$ cat src/wc_pkg.sv
// wc_pkg: constants shared by the watch clock block.
// assumes one 250 MHz system clock and a byte-addressed register port.
package wc_pkg;
  // system clock period, ns
  localparam int unsigned CLK_PERIOD_NS = 4;

  // crystal and tick rates
  localparam int unsigned CRYSTAL_HZ  = 32768;
  localparam int unsigned TICK_HZ     = 1;
  localparam int unsigned PRESCALE_DIV = CRYSTAL_HZ / TICK_HZ;
  localparam int unsigned PRE_W       = 15;
  localparam logic [PRE_W-1:0] PRE_LAST = PRE_W'(PRESCALE_DIV - 1);

  // counter widths and moduli
  localparam int unsigned SEC_W  = 6;
  localparam int unsigned MIN_W  = 6;
  localparam int unsigned HOUR_W = 5;
  localparam int unsigned DAY_W  = 15;
  localparam int unsigned SW_W   = 16;
  localparam logic [15:0] SEC_MOD  = 16'h003C;
  localparam logic [15:0] MIN_MOD  = 16'h003C;
  localparam logic [15:0] HOUR_MOD = 16'h0018;
  localparam logic [15:0] DAY_MOD  = 16'h8000;

  // register byte offsets
  localparam logic [7:0] OFF_TIME       = 8'h00;
  localparam logic [7:0] OFF_DAY        = 8'h04;
  localparam logic [7:0] OFF_ALARM_TIME = 8'h08;
  localparam logic [7:0] OFF_ALARM_DAY  = 8'h0C;
  localparam logic [7:0] OFF_CTRL       = 8'h10;
  localparam logic [7:0] OFF_STOPWATCH  = 8'h14;
  localparam logic [7:0] OFF_STATUS     = 8'h18;
  localparam logic [7:0] OFF_MASK       = 8'h1C;
  localparam logic [7:0] OFF_WAKE_MASK  = 8'h20;

  // time word field positions
  localparam int unsigned SEC_LSB  = 0;
  localparam int unsigned MIN_LSB  = 8;
  localparam int unsigned HOUR_LSB = 16;

  // control bits
  localparam int unsigned CTRL_ALARM_EN = 0;
  localparam int unsigned CTRL_DATED    = 1;
  localparam int unsigned CTRL_SW_EN    = 2;
  localparam int unsigned CTRL_W        = 3;

  // status, mask and wake mask bits
  localparam int unsigned EV_SEC   = 0;
  localparam int unsigned EV_MIN   = 1;
  localparam int unsigned EV_HOUR  = 2;
  localparam int unsigned EV_DAY   = 3;
  localparam int unsigned EV_ALARM = 4;
  localparam int unsigned EV_SW    = 5;
  localparam int unsigned EV_W     = 6;

  // reset values
  localparam logic [CTRL_W-1:0] CTRL_RST = 3'h0;
  localparam logic [EV_W-1:0]   MASK_RST = 6'h00;
  localparam logic [EV_W-1:0]   WAKE_RST = 6'h00;
endpackage : wc_pkg

$ cat src/wc_edge_sync.sv
// wc_edge_sync: brings the crystal pin into the system clock domain.
// assumes the pin toggles far slower than the system clock.
`timescale 1ns/1ps
module wc_edge_sync (
  // clock and reset
  input  wire logic clk_sys_i,
  input  wire logic rst_n_i,
  // pin side
  input  wire logic pin_i,
  // filtered level and its rising edge
  output logic      level_o,
  output logic      rise_o
);
  logic s1_reg;
  logic s2_reg;
  logic s3_reg;
  logic level_reg;
  logic agree;

  // only a level seen by both later stages counts; spikes are dropped
  assign agree = (s2_reg == s3_reg);

  always_ff @(posedge clk_sys_i or negedge rst_n_i) begin
    if (!rst_n_i) begin
      s1_reg    <= 1'b0;
      s2_reg    <= 1'b0;
      s3_reg    <= 1'b0;
      level_reg <= 1'b0;
      rise_o    <= 1'b0;
    end else begin
      s1_reg    <= pin_i;
      s2_reg    <= s1_reg;
      s3_reg    <= s2_reg;
      level_reg <= agree ? s3_reg : level_reg;
      rise_o    <= agree & s3_reg & ~level_reg;
    end
  end

  assign level_o = level_reg;
endmodule : wc_edge_sync

$ cat src/wc_prescale.sv
// wc_prescale: divides crystal edges down to the one-second tick.
// assumes one edge pulse per crystal period, from wc_edge_sync.
`timescale 1ns/1ps
module wc_prescale (
  // clock and reset
  input  wire logic clk_sys_i,
  input  wire logic rst_n_i,
  // crystal edge
  input  wire logic edge_i,
  // one-cycle second tick
  output logic      tick_o
);
  logic [wc_pkg::PRE_W-1:0] cnt_reg;
  logic                     last;

  assign last = (cnt_reg == wc_pkg::PRE_LAST);

  always_ff @(posedge clk_sys_i or negedge rst_n_i) begin
    if (!rst_n_i) begin
      cnt_reg <= '0;
      tick_o  <= 1'b0;
    end else begin
      if (edge_i) begin
        cnt_reg <= last ? '0 : cnt_reg + 1'b1;
      end
      tick_o <= edge_i & last;
    end
  end
endmodule : wc_prescale

$ cat src/wc_watch.sv
// wc_watch: calendar watch with alarm, stopwatch and tick interrupts.
// assumes an always-on supply and clock; host reaches it over a plain
// strobe port with read data one cycle after the read strobe.
//
// Contract
// - divide 32.768 kHz crystal down to a one-second tick.
// - seconds and minutes count modulo 60 and carry upward.
// - hours count modulo 24 and carry into a 32768-value day count.
// - enabled alarm interrupts as soon as counters equal alarm setting.
// - daily alarm compares time only; dated alarm also compares day.
// - stopwatch loads a written value and decrements each second.
// - enabled stopwatch raises interrupt when its count underflows past zero.
// - separately maskable interrupts on second, minute, hour, day rollover.
// - prescaler and counters keep running while the processor sleeps.
// - any wakeup event is signalled to bring processor out of sleep.
// - wakeup event also wakes deep sleep and the voltage regulator.
// - an event wakes the core only when its wake mask bit is set.
//
// The register addresses and the address-and-strobe port were decided locally.
`timescale 1ns/1ps
module wc_watch (
  // clock and reset
  input  wire logic        clk_sys_i,
  input  wire logic        rst_n_i,
  // register port
  input  wire logic [7:0]  addr_i,
  input  wire logic [31:0] wdata_i,
  input  wire logic        wr_i,
  input  wire logic        rd_i,
  output logic      [31:0] rdata_o,
  // crystal pins
  input  wire logic        watch_crystal_input_i,
  output logic             watch_crystal_output_o,
  // interrupt and wakeup
  output logic             irq_o,
  output logic             wake_o,
  output logic             regulator_wake_o
);
  localparam int unsigned SEC_W  = wc_pkg::SEC_W;
  localparam int unsigned MIN_W  = wc_pkg::MIN_W;
  localparam int unsigned HOUR_W = wc_pkg::HOUR_W;
  localparam int unsigned DAY_W  = wc_pkg::DAY_W;
  localparam int unsigned SW_W   = wc_pkg::SW_W;
  localparam int unsigned EV_W   = wc_pkg::EV_W;

  // next value of a modulo counter
  function automatic logic [15:0] wrap_inc(input logic [15:0] v,
                                           input logic [15:0] lim);
    logic [15:0] r;
    r = (v >= lim - 16'h0001) ? 16'h0000 : v + 16'h0001;
    return r;
  endfunction : wrap_inc

  // true when the counter is at its last value
  function automatic logic at_last(input logic [15:0] v,
                                   input logic [15:0] lim);
    logic r;
    r = (v >= lim - 16'h0001);
    return r;
  endfunction : at_last

  // crystal front end
  logic xtal_level;
  logic xtal_rise;
  logic tick;

  wc_edge_sync u_sync (
    .clk_sys_i (clk_sys_i),
    .rst_n_i   (rst_n_i),
    .pin_i     (watch_crystal_input_i),
    .level_o   (xtal_level),
    .rise_o    (xtal_rise)
  );

  wc_prescale u_pre (
    .clk_sys_i (clk_sys_i),
    .rst_n_i   (rst_n_i),
    .edge_i    (xtal_rise),
    .tick_o    (tick)
  );

  // state
  logic [SEC_W-1:0]         sec_reg;
  logic [MIN_W-1:0]         min_reg;
  logic [HOUR_W-1:0]        hour_reg;
  logic [DAY_W-1:0]         day_reg;
  logic [SEC_W-1:0]         al_sec_reg;
  logic [MIN_W-1:0]         al_min_reg;
  logic [HOUR_W-1:0]        al_hour_reg;
  logic [DAY_W-1:0]         al_day_reg;
  logic [wc_pkg::CTRL_W-1:0] ctrl_reg;
  logic [SW_W-1:0]          sw_reg;
  logic                     sw_run_reg;
  logic [EV_W-1:0]          status_reg;
  logic [EV_W-1:0]          mask_reg;
  logic [EV_W-1:0]          wake_mask_reg;
  logic                     match_reg;

  // register decode
  logic wr_time;
  logic wr_day;
  logic wr_al_time;
  logic wr_al_day;
  logic wr_ctrl;
  logic wr_sw;
  logic wr_status;
  logic wr_mask;
  logic wr_wake;

  assign wr_time    = wr_i & (addr_i == wc_pkg::OFF_TIME);
  assign wr_day     = wr_i & (addr_i == wc_pkg::OFF_DAY);
  assign wr_al_time = wr_i & (addr_i == wc_pkg::OFF_ALARM_TIME);
  assign wr_al_day  = wr_i & (addr_i == wc_pkg::OFF_ALARM_DAY);
  assign wr_ctrl    = wr_i & (addr_i == wc_pkg::OFF_CTRL);
  assign wr_sw      = wr_i & (addr_i == wc_pkg::OFF_STOPWATCH);
  assign wr_status  = wr_i & (addr_i == wc_pkg::OFF_STATUS);
  assign wr_mask    = wr_i & (addr_i == wc_pkg::OFF_MASK);
  assign wr_wake    = wr_i & (addr_i == wc_pkg::OFF_WAKE_MASK);

  // write data fields
  logic [SEC_W-1:0]  w_sec;
  logic [MIN_W-1:0]  w_min;
  logic [HOUR_W-1:0] w_hour;

  assign w_sec  = wdata_i[wc_pkg::SEC_LSB +: SEC_W];
  assign w_min  = wdata_i[wc_pkg::MIN_LSB +: MIN_W];
  assign w_hour = wdata_i[wc_pkg::HOUR_LSB +: HOUR_W];

  // time-keeping carries; counters run on the tick alone, so they keep
  // going whatever power state the core is in
  logic sec_roll;
  logic min_roll;
  logic hour_roll;
  logic day_roll;

  assign sec_roll  = tick & at_last(16'(sec_reg), wc_pkg::SEC_MOD);
  assign min_roll  = sec_roll
                   & at_last(16'(min_reg), wc_pkg::MIN_MOD);
  assign hour_roll = min_roll
                   & at_last(16'(hour_reg), wc_pkg::HOUR_MOD);
  assign day_roll  = hour_roll
                   & at_last(16'(day_reg), wc_pkg::DAY_MOD);

  logic [SEC_W-1:0]  sec_next;
  logic [MIN_W-1:0]  min_next;
  logic [HOUR_W-1:0] hour_next;
  logic [DAY_W-1:0]  day_next;

  // a software load wins over a tick in the same cycle
  assign sec_next  = wr_time ? w_sec
                   : tick ? SEC_W'(wrap_inc(16'(sec_reg), wc_pkg::SEC_MOD))
                   : sec_reg;
  assign min_next  = wr_time ? w_min
                   : sec_roll
                     ? MIN_W'(wrap_inc(16'(min_reg), wc_pkg::MIN_MOD))
                   : min_reg;
  assign hour_next = wr_time ? w_hour
                   : min_roll
                     ? HOUR_W'(wrap_inc(16'(hour_reg), wc_pkg::HOUR_MOD))
                   : hour_reg;
  assign day_next  = wr_day ? wdata_i[DAY_W-1:0]
                   : hour_roll
                     ? DAY_W'(wrap_inc(16'(day_reg), wc_pkg::DAY_MOD))
                   : day_reg;

  // alarm compare
  logic alarm_en;
  logic alarm_dated;
  logic time_eq;
  logic match;

  assign alarm_en    = ctrl_reg[wc_pkg::CTRL_ALARM_EN];
  assign alarm_dated = ctrl_reg[wc_pkg::CTRL_DATED];
  assign time_eq = (sec_reg == al_sec_reg) && (min_reg == al_min_reg)
                && (hour_reg == al_hour_reg);
  assign match   = time_eq
                && (!alarm_dated || (day_reg == al_day_reg));

  // stopwatch
  logic sw_en;
  logic sw_under;
  logic [SW_W-1:0] sw_next;
  logic sw_run_next;

  assign sw_en    = ctrl_reg[wc_pkg::CTRL_SW_EN];
  // a tick that finds zero is the underflow; the count then parks at zero
  assign sw_under = tick & sw_en & sw_run_reg & (sw_reg == '0);
  assign sw_next  = wr_sw ? wdata_i[SW_W-1:0]
                  : (tick & sw_en & sw_run_reg & (sw_reg != '0))
                    ? sw_reg - 1'b1
                  : sw_reg;
  assign sw_run_next = wr_sw ? 1'b1 : sw_under ? 1'b0 : sw_run_reg;

  // events, set wins over a write-one clear
  logic [EV_W-1:0] events;
  logic [EV_W-1:0] clr_bits;
  logic [EV_W-1:0] status_next;

  assign events[wc_pkg::EV_SEC]   = tick;
  assign events[wc_pkg::EV_MIN]   = sec_roll;
  assign events[wc_pkg::EV_HOUR]  = min_roll;
  assign events[wc_pkg::EV_DAY]   = hour_roll;
  // only the first cycle of a match counts, so one match gives one event
  assign events[wc_pkg::EV_ALARM] = alarm_en & match & ~match_reg;
  assign events[wc_pkg::EV_SW]    = sw_under;
  assign clr_bits    = wr_status ? wdata_i[EV_W-1:0] : '0;
  assign status_next = (status_reg & ~clr_bits) | events;

  // interrupt and wakeup
  logic irq_next;
  logic wake_next;

  assign irq_next  = |(status_reg & mask_reg);
  // wake request is independent of the interrupt mask
  assign wake_next = |(status_reg & wake_mask_reg);

  // read mux
  logic [31:0] rd_mux;
  logic [31:0] time_word;
  logic [31:0] al_time_word;

  assign time_word    = {11'h000, hour_reg, 2'h0, min_reg, 2'h0, sec_reg};
  assign al_time_word = {11'h000, al_hour_reg, 2'h0, al_min_reg,
                         2'h0, al_sec_reg};

  always_comb begin
    unique case (addr_i)
      wc_pkg::OFF_TIME:       rd_mux = time_word;
      wc_pkg::OFF_DAY:        rd_mux = {17'h00000, day_reg};
      wc_pkg::OFF_ALARM_TIME: rd_mux = al_time_word;
      wc_pkg::OFF_ALARM_DAY:  rd_mux = {17'h00000, al_day_reg};
      wc_pkg::OFF_CTRL:       rd_mux = {29'h00000000, ctrl_reg};
      wc_pkg::OFF_STOPWATCH:  rd_mux = {16'h0000, sw_reg};
      wc_pkg::OFF_STATUS:     rd_mux = {26'h0000000, status_reg};
      wc_pkg::OFF_MASK:       rd_mux = {26'h0000000, mask_reg};
      wc_pkg::OFF_WAKE_MASK:  rd_mux = {26'h0000000, wake_mask_reg};
      default:                rd_mux = 32'h00000000;
    endcase
  end

  // time counters
  always_ff @(posedge clk_sys_i or negedge rst_n_i) begin
    if (!rst_n_i) begin
      sec_reg  <= '0;
      min_reg  <= '0;
      hour_reg <= '0;
      day_reg  <= '0;
    end else begin
      sec_reg  <= sec_next;
      min_reg  <= min_next;
      hour_reg <= hour_next;
      day_reg  <= day_next;
    end
  end

  // software settings
  always_ff @(posedge clk_sys_i or negedge rst_n_i) begin
    if (!rst_n_i) begin
      al_sec_reg    <= '0;
      al_min_reg    <= '0;
      al_hour_reg   <= '0;
      al_day_reg    <= '0;
      ctrl_reg      <= wc_pkg::CTRL_RST;
      mask_reg      <= wc_pkg::MASK_RST;
      wake_mask_reg <= wc_pkg::WAKE_RST;
    end else begin
      if (wr_al_time) begin
        al_sec_reg  <= w_sec;
        al_min_reg  <= w_min;
        al_hour_reg <= w_hour;
      end
      if (wr_al_day) begin
        al_day_reg <= wdata_i[DAY_W-1:0];
      end
      if (wr_ctrl) begin
        ctrl_reg <= wdata_i[wc_pkg::CTRL_W-1:0];
      end
      if (wr_mask) begin
        mask_reg <= wdata_i[EV_W-1:0];
      end
      if (wr_wake) begin
        wake_mask_reg <= wdata_i[EV_W-1:0];
      end
    end
  end

  // stopwatch, status and outputs
  always_ff @(posedge clk_sys_i or negedge rst_n_i) begin
    if (!rst_n_i) begin
      sw_reg                 <= '0;
      sw_run_reg             <= 1'b0;
      status_reg             <= '0;
      match_reg              <= 1'b0;
      irq_o                  <= 1'b0;
      wake_o                 <= 1'b0;
      regulator_wake_o       <= 1'b0;
      rdata_o                <= 32'h00000000;
      watch_crystal_output_o <= 1'b0;
    end else begin
      sw_reg     <= sw_next;
      sw_run_reg <= sw_run_next;
      status_reg <= status_next;
      match_reg  <= match;
      irq_o      <= irq_next;
      wake_o     <= wake_next;
      // same request also reaches the deep-sleep and regulator wake path
      regulator_wake_o <= wake_next;
      rdata_o    <= rd_i ? rd_mux : 32'h00000000;
      // inverted drive back to the crystal, one feedback stage
      watch_crystal_output_o <= ~xtal_level;
    end
  end
endmodule : wc_watch

$ cat config.mk
export PLATFORM = sky130hd
export DESIGN_NAME = wc_watch
export DESIGN_NICKNAME = d
export VERILOG_FILES = /design/src/wc_pkg.sv /design/src/wc_edge_sync.sv /design/src/wc_prescale.sv /design/src/wc_watch.sv
export SDC_FILE = /design/constraint.sdc
export NUM_CORES = 1
export LEC_CHECK = 0
export BUFFER_PORTS_ARGS = -buffer_cell sky130_fd_sc_hd__buf_2
export CELL_PAD_IN_SITES_DETAIL_PLACEMENT = 0
export CELL_PAD_IN_SITES_GLOBAL_PLACEMENT = 1
export CORE_ASPECT_RATIO = 0.9
export CORE_MARGIN = 5
export CORE_UTILIZATION = 47
export DETAILED_ROUTE_END_ITERATION = 12
export GPL_ROUTABILITY_DRIVEN = 0
export HOLD_SLACK_MARGIN = 0.08
export PLACE_DENSITY_LB_ADDON = 0.1
export SYNTH_ARGS = -nofsm -noshare
export SYNTH_HDL_FRONTEND = slang
export SYNTH_HIERARCHICAL = 1
export SYNTH_SLANG_ARGS = --single-unit
$ cat constraint.sdc
create_clock -name clk_sys_i -period 2.5 [get_ports clk_sys_i]
set_input_delay 0.125 -clock clk_sys_i [delete_from_list [all_inputs] [get_ports clk_sys_i]]
set_output_delay 0.125 -clock clk_sys_i [all_outputs]
set_load 0.05 [all_outputs]
Word-level counts from Yosys, hierarchy flattened

Cells that the tools add are included.
Widths: inputs -> output; s select.

ROM bits: 0
Output and inout bits: 36
RAM bits: 0
Word-level logic and storage cells: 114
Bits in latches: 0
Bits in registers: 159
Memories: 0

Bitwise gates (word level): 28
Eq/ne operators: 14
Muxes and demuxes: 20
Divide/modulo/power cells: 0
Shifts and indexed selects: 0
$add $sub $neg: 6
Multiply operators: 0
$lt $le $gt $ge: 4
Reductions and logical operators: 16

Operators by type and width:

| operator              | number |
|---|---|
| $pmux 21 s9           | 1 |
| $mux 15               | 4 |
| $mux 6                | 7 |
| $eq 8x5->1 const B    | 4 |
| $mux 16               | 2 |
| $mux 32               | 1 |
| $add 15x1->15 const B | 2 |
| $and 1x1->1           | 21 |
| $and 6x6->6           | 3 |
| $eq 8x4->1 const B    | 2 |
| $logic_not 16->1      | 1 |
| $reduce_bool 16->1    | 1 |
| $sub 16x1->16 const B | 1 |
| $eq 15x15->1          | 1 |
| $eq 15x15->1 const B  | 1 |
| $ge 15x15->1 const B  | 1 |
| $mux 5                | 3 |
| $add 6x1->6 const B   | 2 |
| $eq 6x6->1            | 2 |
| $ge 6x6->1 const B    | 2 |
| $reduce_bool 2->1     | 6 |
| $reduce_or 6->1       | 2 |
| $eq 8x3->1 const B    | 1 |
| $eq 8x6->1 const B    | 1 |
| other kinds (12)      | 16 |

Depth between registers and ports, before layout

Depth in word-level cells: 7
Gate-level depth with buffers: 8
Mapped depth without buffers: 7

By module

The synthesis kept the hierarchy.

By module, submodules not included:

| module       | sequential area each (µm²) | instances | area an instance (µm²) | cells each |
|---|---|---|---|---|
| wc_watch     | 3178.0                     | 1         | 7070.5                 | 721 |
| wc_prescale  | 400.4                      | 1         | 779.5                  | 72 |
| wc_edge_sync | 125.1                      | 1         | 158.9                  | 8 |

Worst setup path after synthesis

OpenSTA, ideal clock, no wires.

Path type: register to register
Start point: register min_reg[0]
End point: register day_reg[1]
Period minus slack after synthesis: 2.007 ns
Required time: 2.377 ns
Data arrival time: 1.884 ns
Cell stages (with the launch flop): 9
Slack: 0.493 ns
Cells stage by stage: dfrtp_1 -> ha_1 -> o2111a_4 -> nand4_4 -> or2_1 -> buf_6 -> buf_2 -> a221oi_2 -> nor2_1

Word-level cells in the longest chain between the ends: 4

RTL lines:

| item                        | RTL line        | source |
|---|---|---|
| start: declaration          | wc_watch.sv:84  | `logic [MIN_W-1:0] min_reg;` |
| start signal: assignment    | wc_watch.sv:250 | `min_reg <= min_next;` |
| $ge 6x6->1                  | wc_watch.sv:58  | `r = (v >= lim - 16'h0001);` |
| $and 1x1->1                 | wc_watch.sv:138 | `& at_last(16'(min_reg), wc_pkg::MIN_MOD);` |
| $and 1x1->1                 | wc_watch.sv:140 | `& at_last(16'(hour_reg), wc_pkg::HOUR_MOD);` |
| $reduce_bool 2->1 (no line) | -               |  |
| end signal: assignment      | wc_watch.sv:252 | `day_reg <= day_next;` |
| end: declaration            | wc_watch.sv:86  | `logic [DAY_W-1:0] day_reg;` |

No other way between the ends.
A chain may end at the register's enable or synchronous reset.

Worst setup path after layout

Start point: register min_reg[1]
End point: register day_reg[9]

The elaborated chain is that of the path after synthesis.

==> run metrics <==
Pleak=4.05 nW; r2r worst-path depth=6; Logic pwr share=11.6%; Post-synth EDFFs=0; vias in the first global route=6550; H-tree level count=4; WHS=105 ps; CP Capture Type=flop; Worst R2R Start=min_reg[1]$_DFFE_PN0P_; routed len/inst=20.9 um; Worst-Margin Slew=1040 ps; Critical Path AT=2660 ps; die area=19800 um^2; total clock buffers created by CTS=17; CTS tree=done; Max clock buf depth=2; area leader, netlist=dfrtp_1; Final Hold Vio Count=0; core area=16800 um^2; DR DRC count=0; register area share after synthesis=46.2%; via/cell ratio=6.03; Critical Path Start Type=flop; commonest non-fill, non-tap cell in the layout=dfrtp_1; Initial Utilization=47.6%; fmax=0.431 GHz; clock share of power=42.7%; first-pass GRT wire length=37100 um; Setup Skew=12.2 ps; synthesized area per cell=10.0 um^2; drt initial violations=575; layout cell share with drive strength beyond 1=22.0%; final setup vio count=0; Seq cells post-synth=148; Crit Path Class=flop to flop; Area contributors post-synth=dfrtp_1, mux2_2, xor2_1; die height=134 um; ANT cells=0; Routed Antenna Nets=0; outcome=finished clean; first-pass iteration count of the detailed router=5; area growth from synthesis to layout=16.9%; max FFs per register=21; Net Sw Power=0.00161 W; Yosys warnings=6; total grt overflow=0; fin crit share=92.7%; Post-Syn Instances=801; number of fill cells=1488; Setup TNS=0 ps; Netlist cell types=75; predominant post-synthesis flop cell=dfrtp_1; clock latency on the worst-skew pair=430 ps; Pwr Total=0.00588 W; flop2flop setup slack=180 ps; sw frac=27.4%; I/O Buffers=58; ys async rst share=100%; Root Buffer=clkbuf_16; Clock Sinks=148; Pwr Density=628 nW/um^2; slew margin rel.=30.9%; Pint=0.00426 W; placed cells=1054; Pins Over Slew Limit=0; HP Start=wdata_i[4]; largest net degree at the start of global routing=65; Worst Path Max Fanout=19; Boundary Pins=81; GR Util All Layers=24.0%; Cell Rows=45; Reg clk slew, reported paths=60 ps; Die Span X=148 um; Setup crit start=min_reg[1]$_DFFE_PN0P_; DPL Wire Length=16700 um; Mapped Area=8010 um^2; RSZ-0062 raised after global routing=false; Synth top area share=46.2%; MaxCap Viol Count=0; final wirelength=23100 um; Sequential Power Share=45.7%; initial antenna violation count=0; Hold WC Path Type=input port to flop; Critical Path RT=2840 ps; vias after detailed routing=6679; Finished Layout Cells=1107; fin crit period=2320 ps; hold path depth=3; Worst VDD drop=492 uV; nets@finish=937; commonest non-fill, non-tap cells in the layout=dfrtp_1, nor2_1, buf_2
[worst max-delay path: stages (launching register included)]
cell,delay [ps]
dfrtp_1,440
ha_1,230
o2111a_4,260
nand4_4,150
or2_1,520
or3b_1,450
a31oi_1,170
[timing repair]
| item | 4_1_cts | 5_1_grt |
|---|---|---|
| hold buffers | 22 | 0 |
| endpoints found under the hold margin | 114 | 0 |
| endpoints found under the setup margin | 0 | 2 |
| resized for setup | 0 | 1 |
| setup buffers | 0 | 0 |
[area by class of cell]
cell class	instances	area [um^2]	share of cell area, %
Inverter	16	60.1	0.641
Clock buffer	20	437	4.66
Sequential cell	148	3700	39.5
Tap cell	211	264	2.82
Clock inverter	11	129	1.38
Multi-Input combinational cell	584	3970	42.3
Timing Repair Buffer	117	807	8.62
[power groups by stage]
stage / sequential (W) / combinational [W] / clock [W]
global route: 0.00270 / 0.000752 / 0.00265
finish: 0.00268 / 0.000684 / 0.00251
CTS: 0.00268 / 0.000681 / 0.00255
floorplan: 0.00268 / 0.000426 / 0
global placement: 0.00272 / 0.000636 / 0
detailed placement: 0.00273 / 0.000651 / 0
[synthesized netlist by cell type, drive strengths merged (13+ instances only)]
cell type / number
xnor2: 19
buf: 40
inv: 16
clkbuf: 23
nor3: 21
o21ai: 36
dfrtp: 148
a222oi: 13
a31oi: 23
mux2: 50
nor2: 80
a22oi: 24
a21oi: 43
xor2: 38
nor4: 19
nand2: 57
nand3: 35
[layer usage]
layer  track usage [%]  vias up  share of wire, %
li1                  -     3075                 -
met1              34.8     3298                47
met2              36.0      268                44
met3              4.80       38               6.6
met4              8.33        0               2.8
met5                 0        -                 0
[cell families after synthesis]
logic type               count (synthesis)  share of synthesized area (%)
AND/OR/NAND/NOR                        269                           17.9
AO/OA/AOI/OAI                          179                           15.2
flip-flops                             148                           46.2
buffers and inverters                   79                           4.86
multiplexers                            60                           8.33
XOR/XNOR                                57                           6.23
adder cells (fa/ha/maj)                  8                           1.25
other                                    1                         0.0468
[final timing paths]
| path | endpoint |
|---|---|
| max in group asynchronous | day_reg[9]$_DFFE_PN0P_ |
| min | sec_reg[4]$_DFFE_PN0P_ |
| max reg2reg | day_reg[9]$_DFFE_PN0P_ |
| max | day_reg[9]$_DFFE_PN0P_ |
| min in group asynchronous | regulator_wake_o$_DFF_PN0_ |
| min reg2reg | u_sync/s2_reg$_DFF_PN0_ |
[metrics by stage]
step                setup slack [ps]  area [um^2]  utilization, %
floorplan                        493         8050               -
global placement                 270         8570            50.9
detailed placement               194         8570            50.9
CTS                              171         9360            55.6
global route                    37.8         9370            55.6
finish                           182         9370            55.6
No activity file was read; power rests on OpenSTA's default activity.
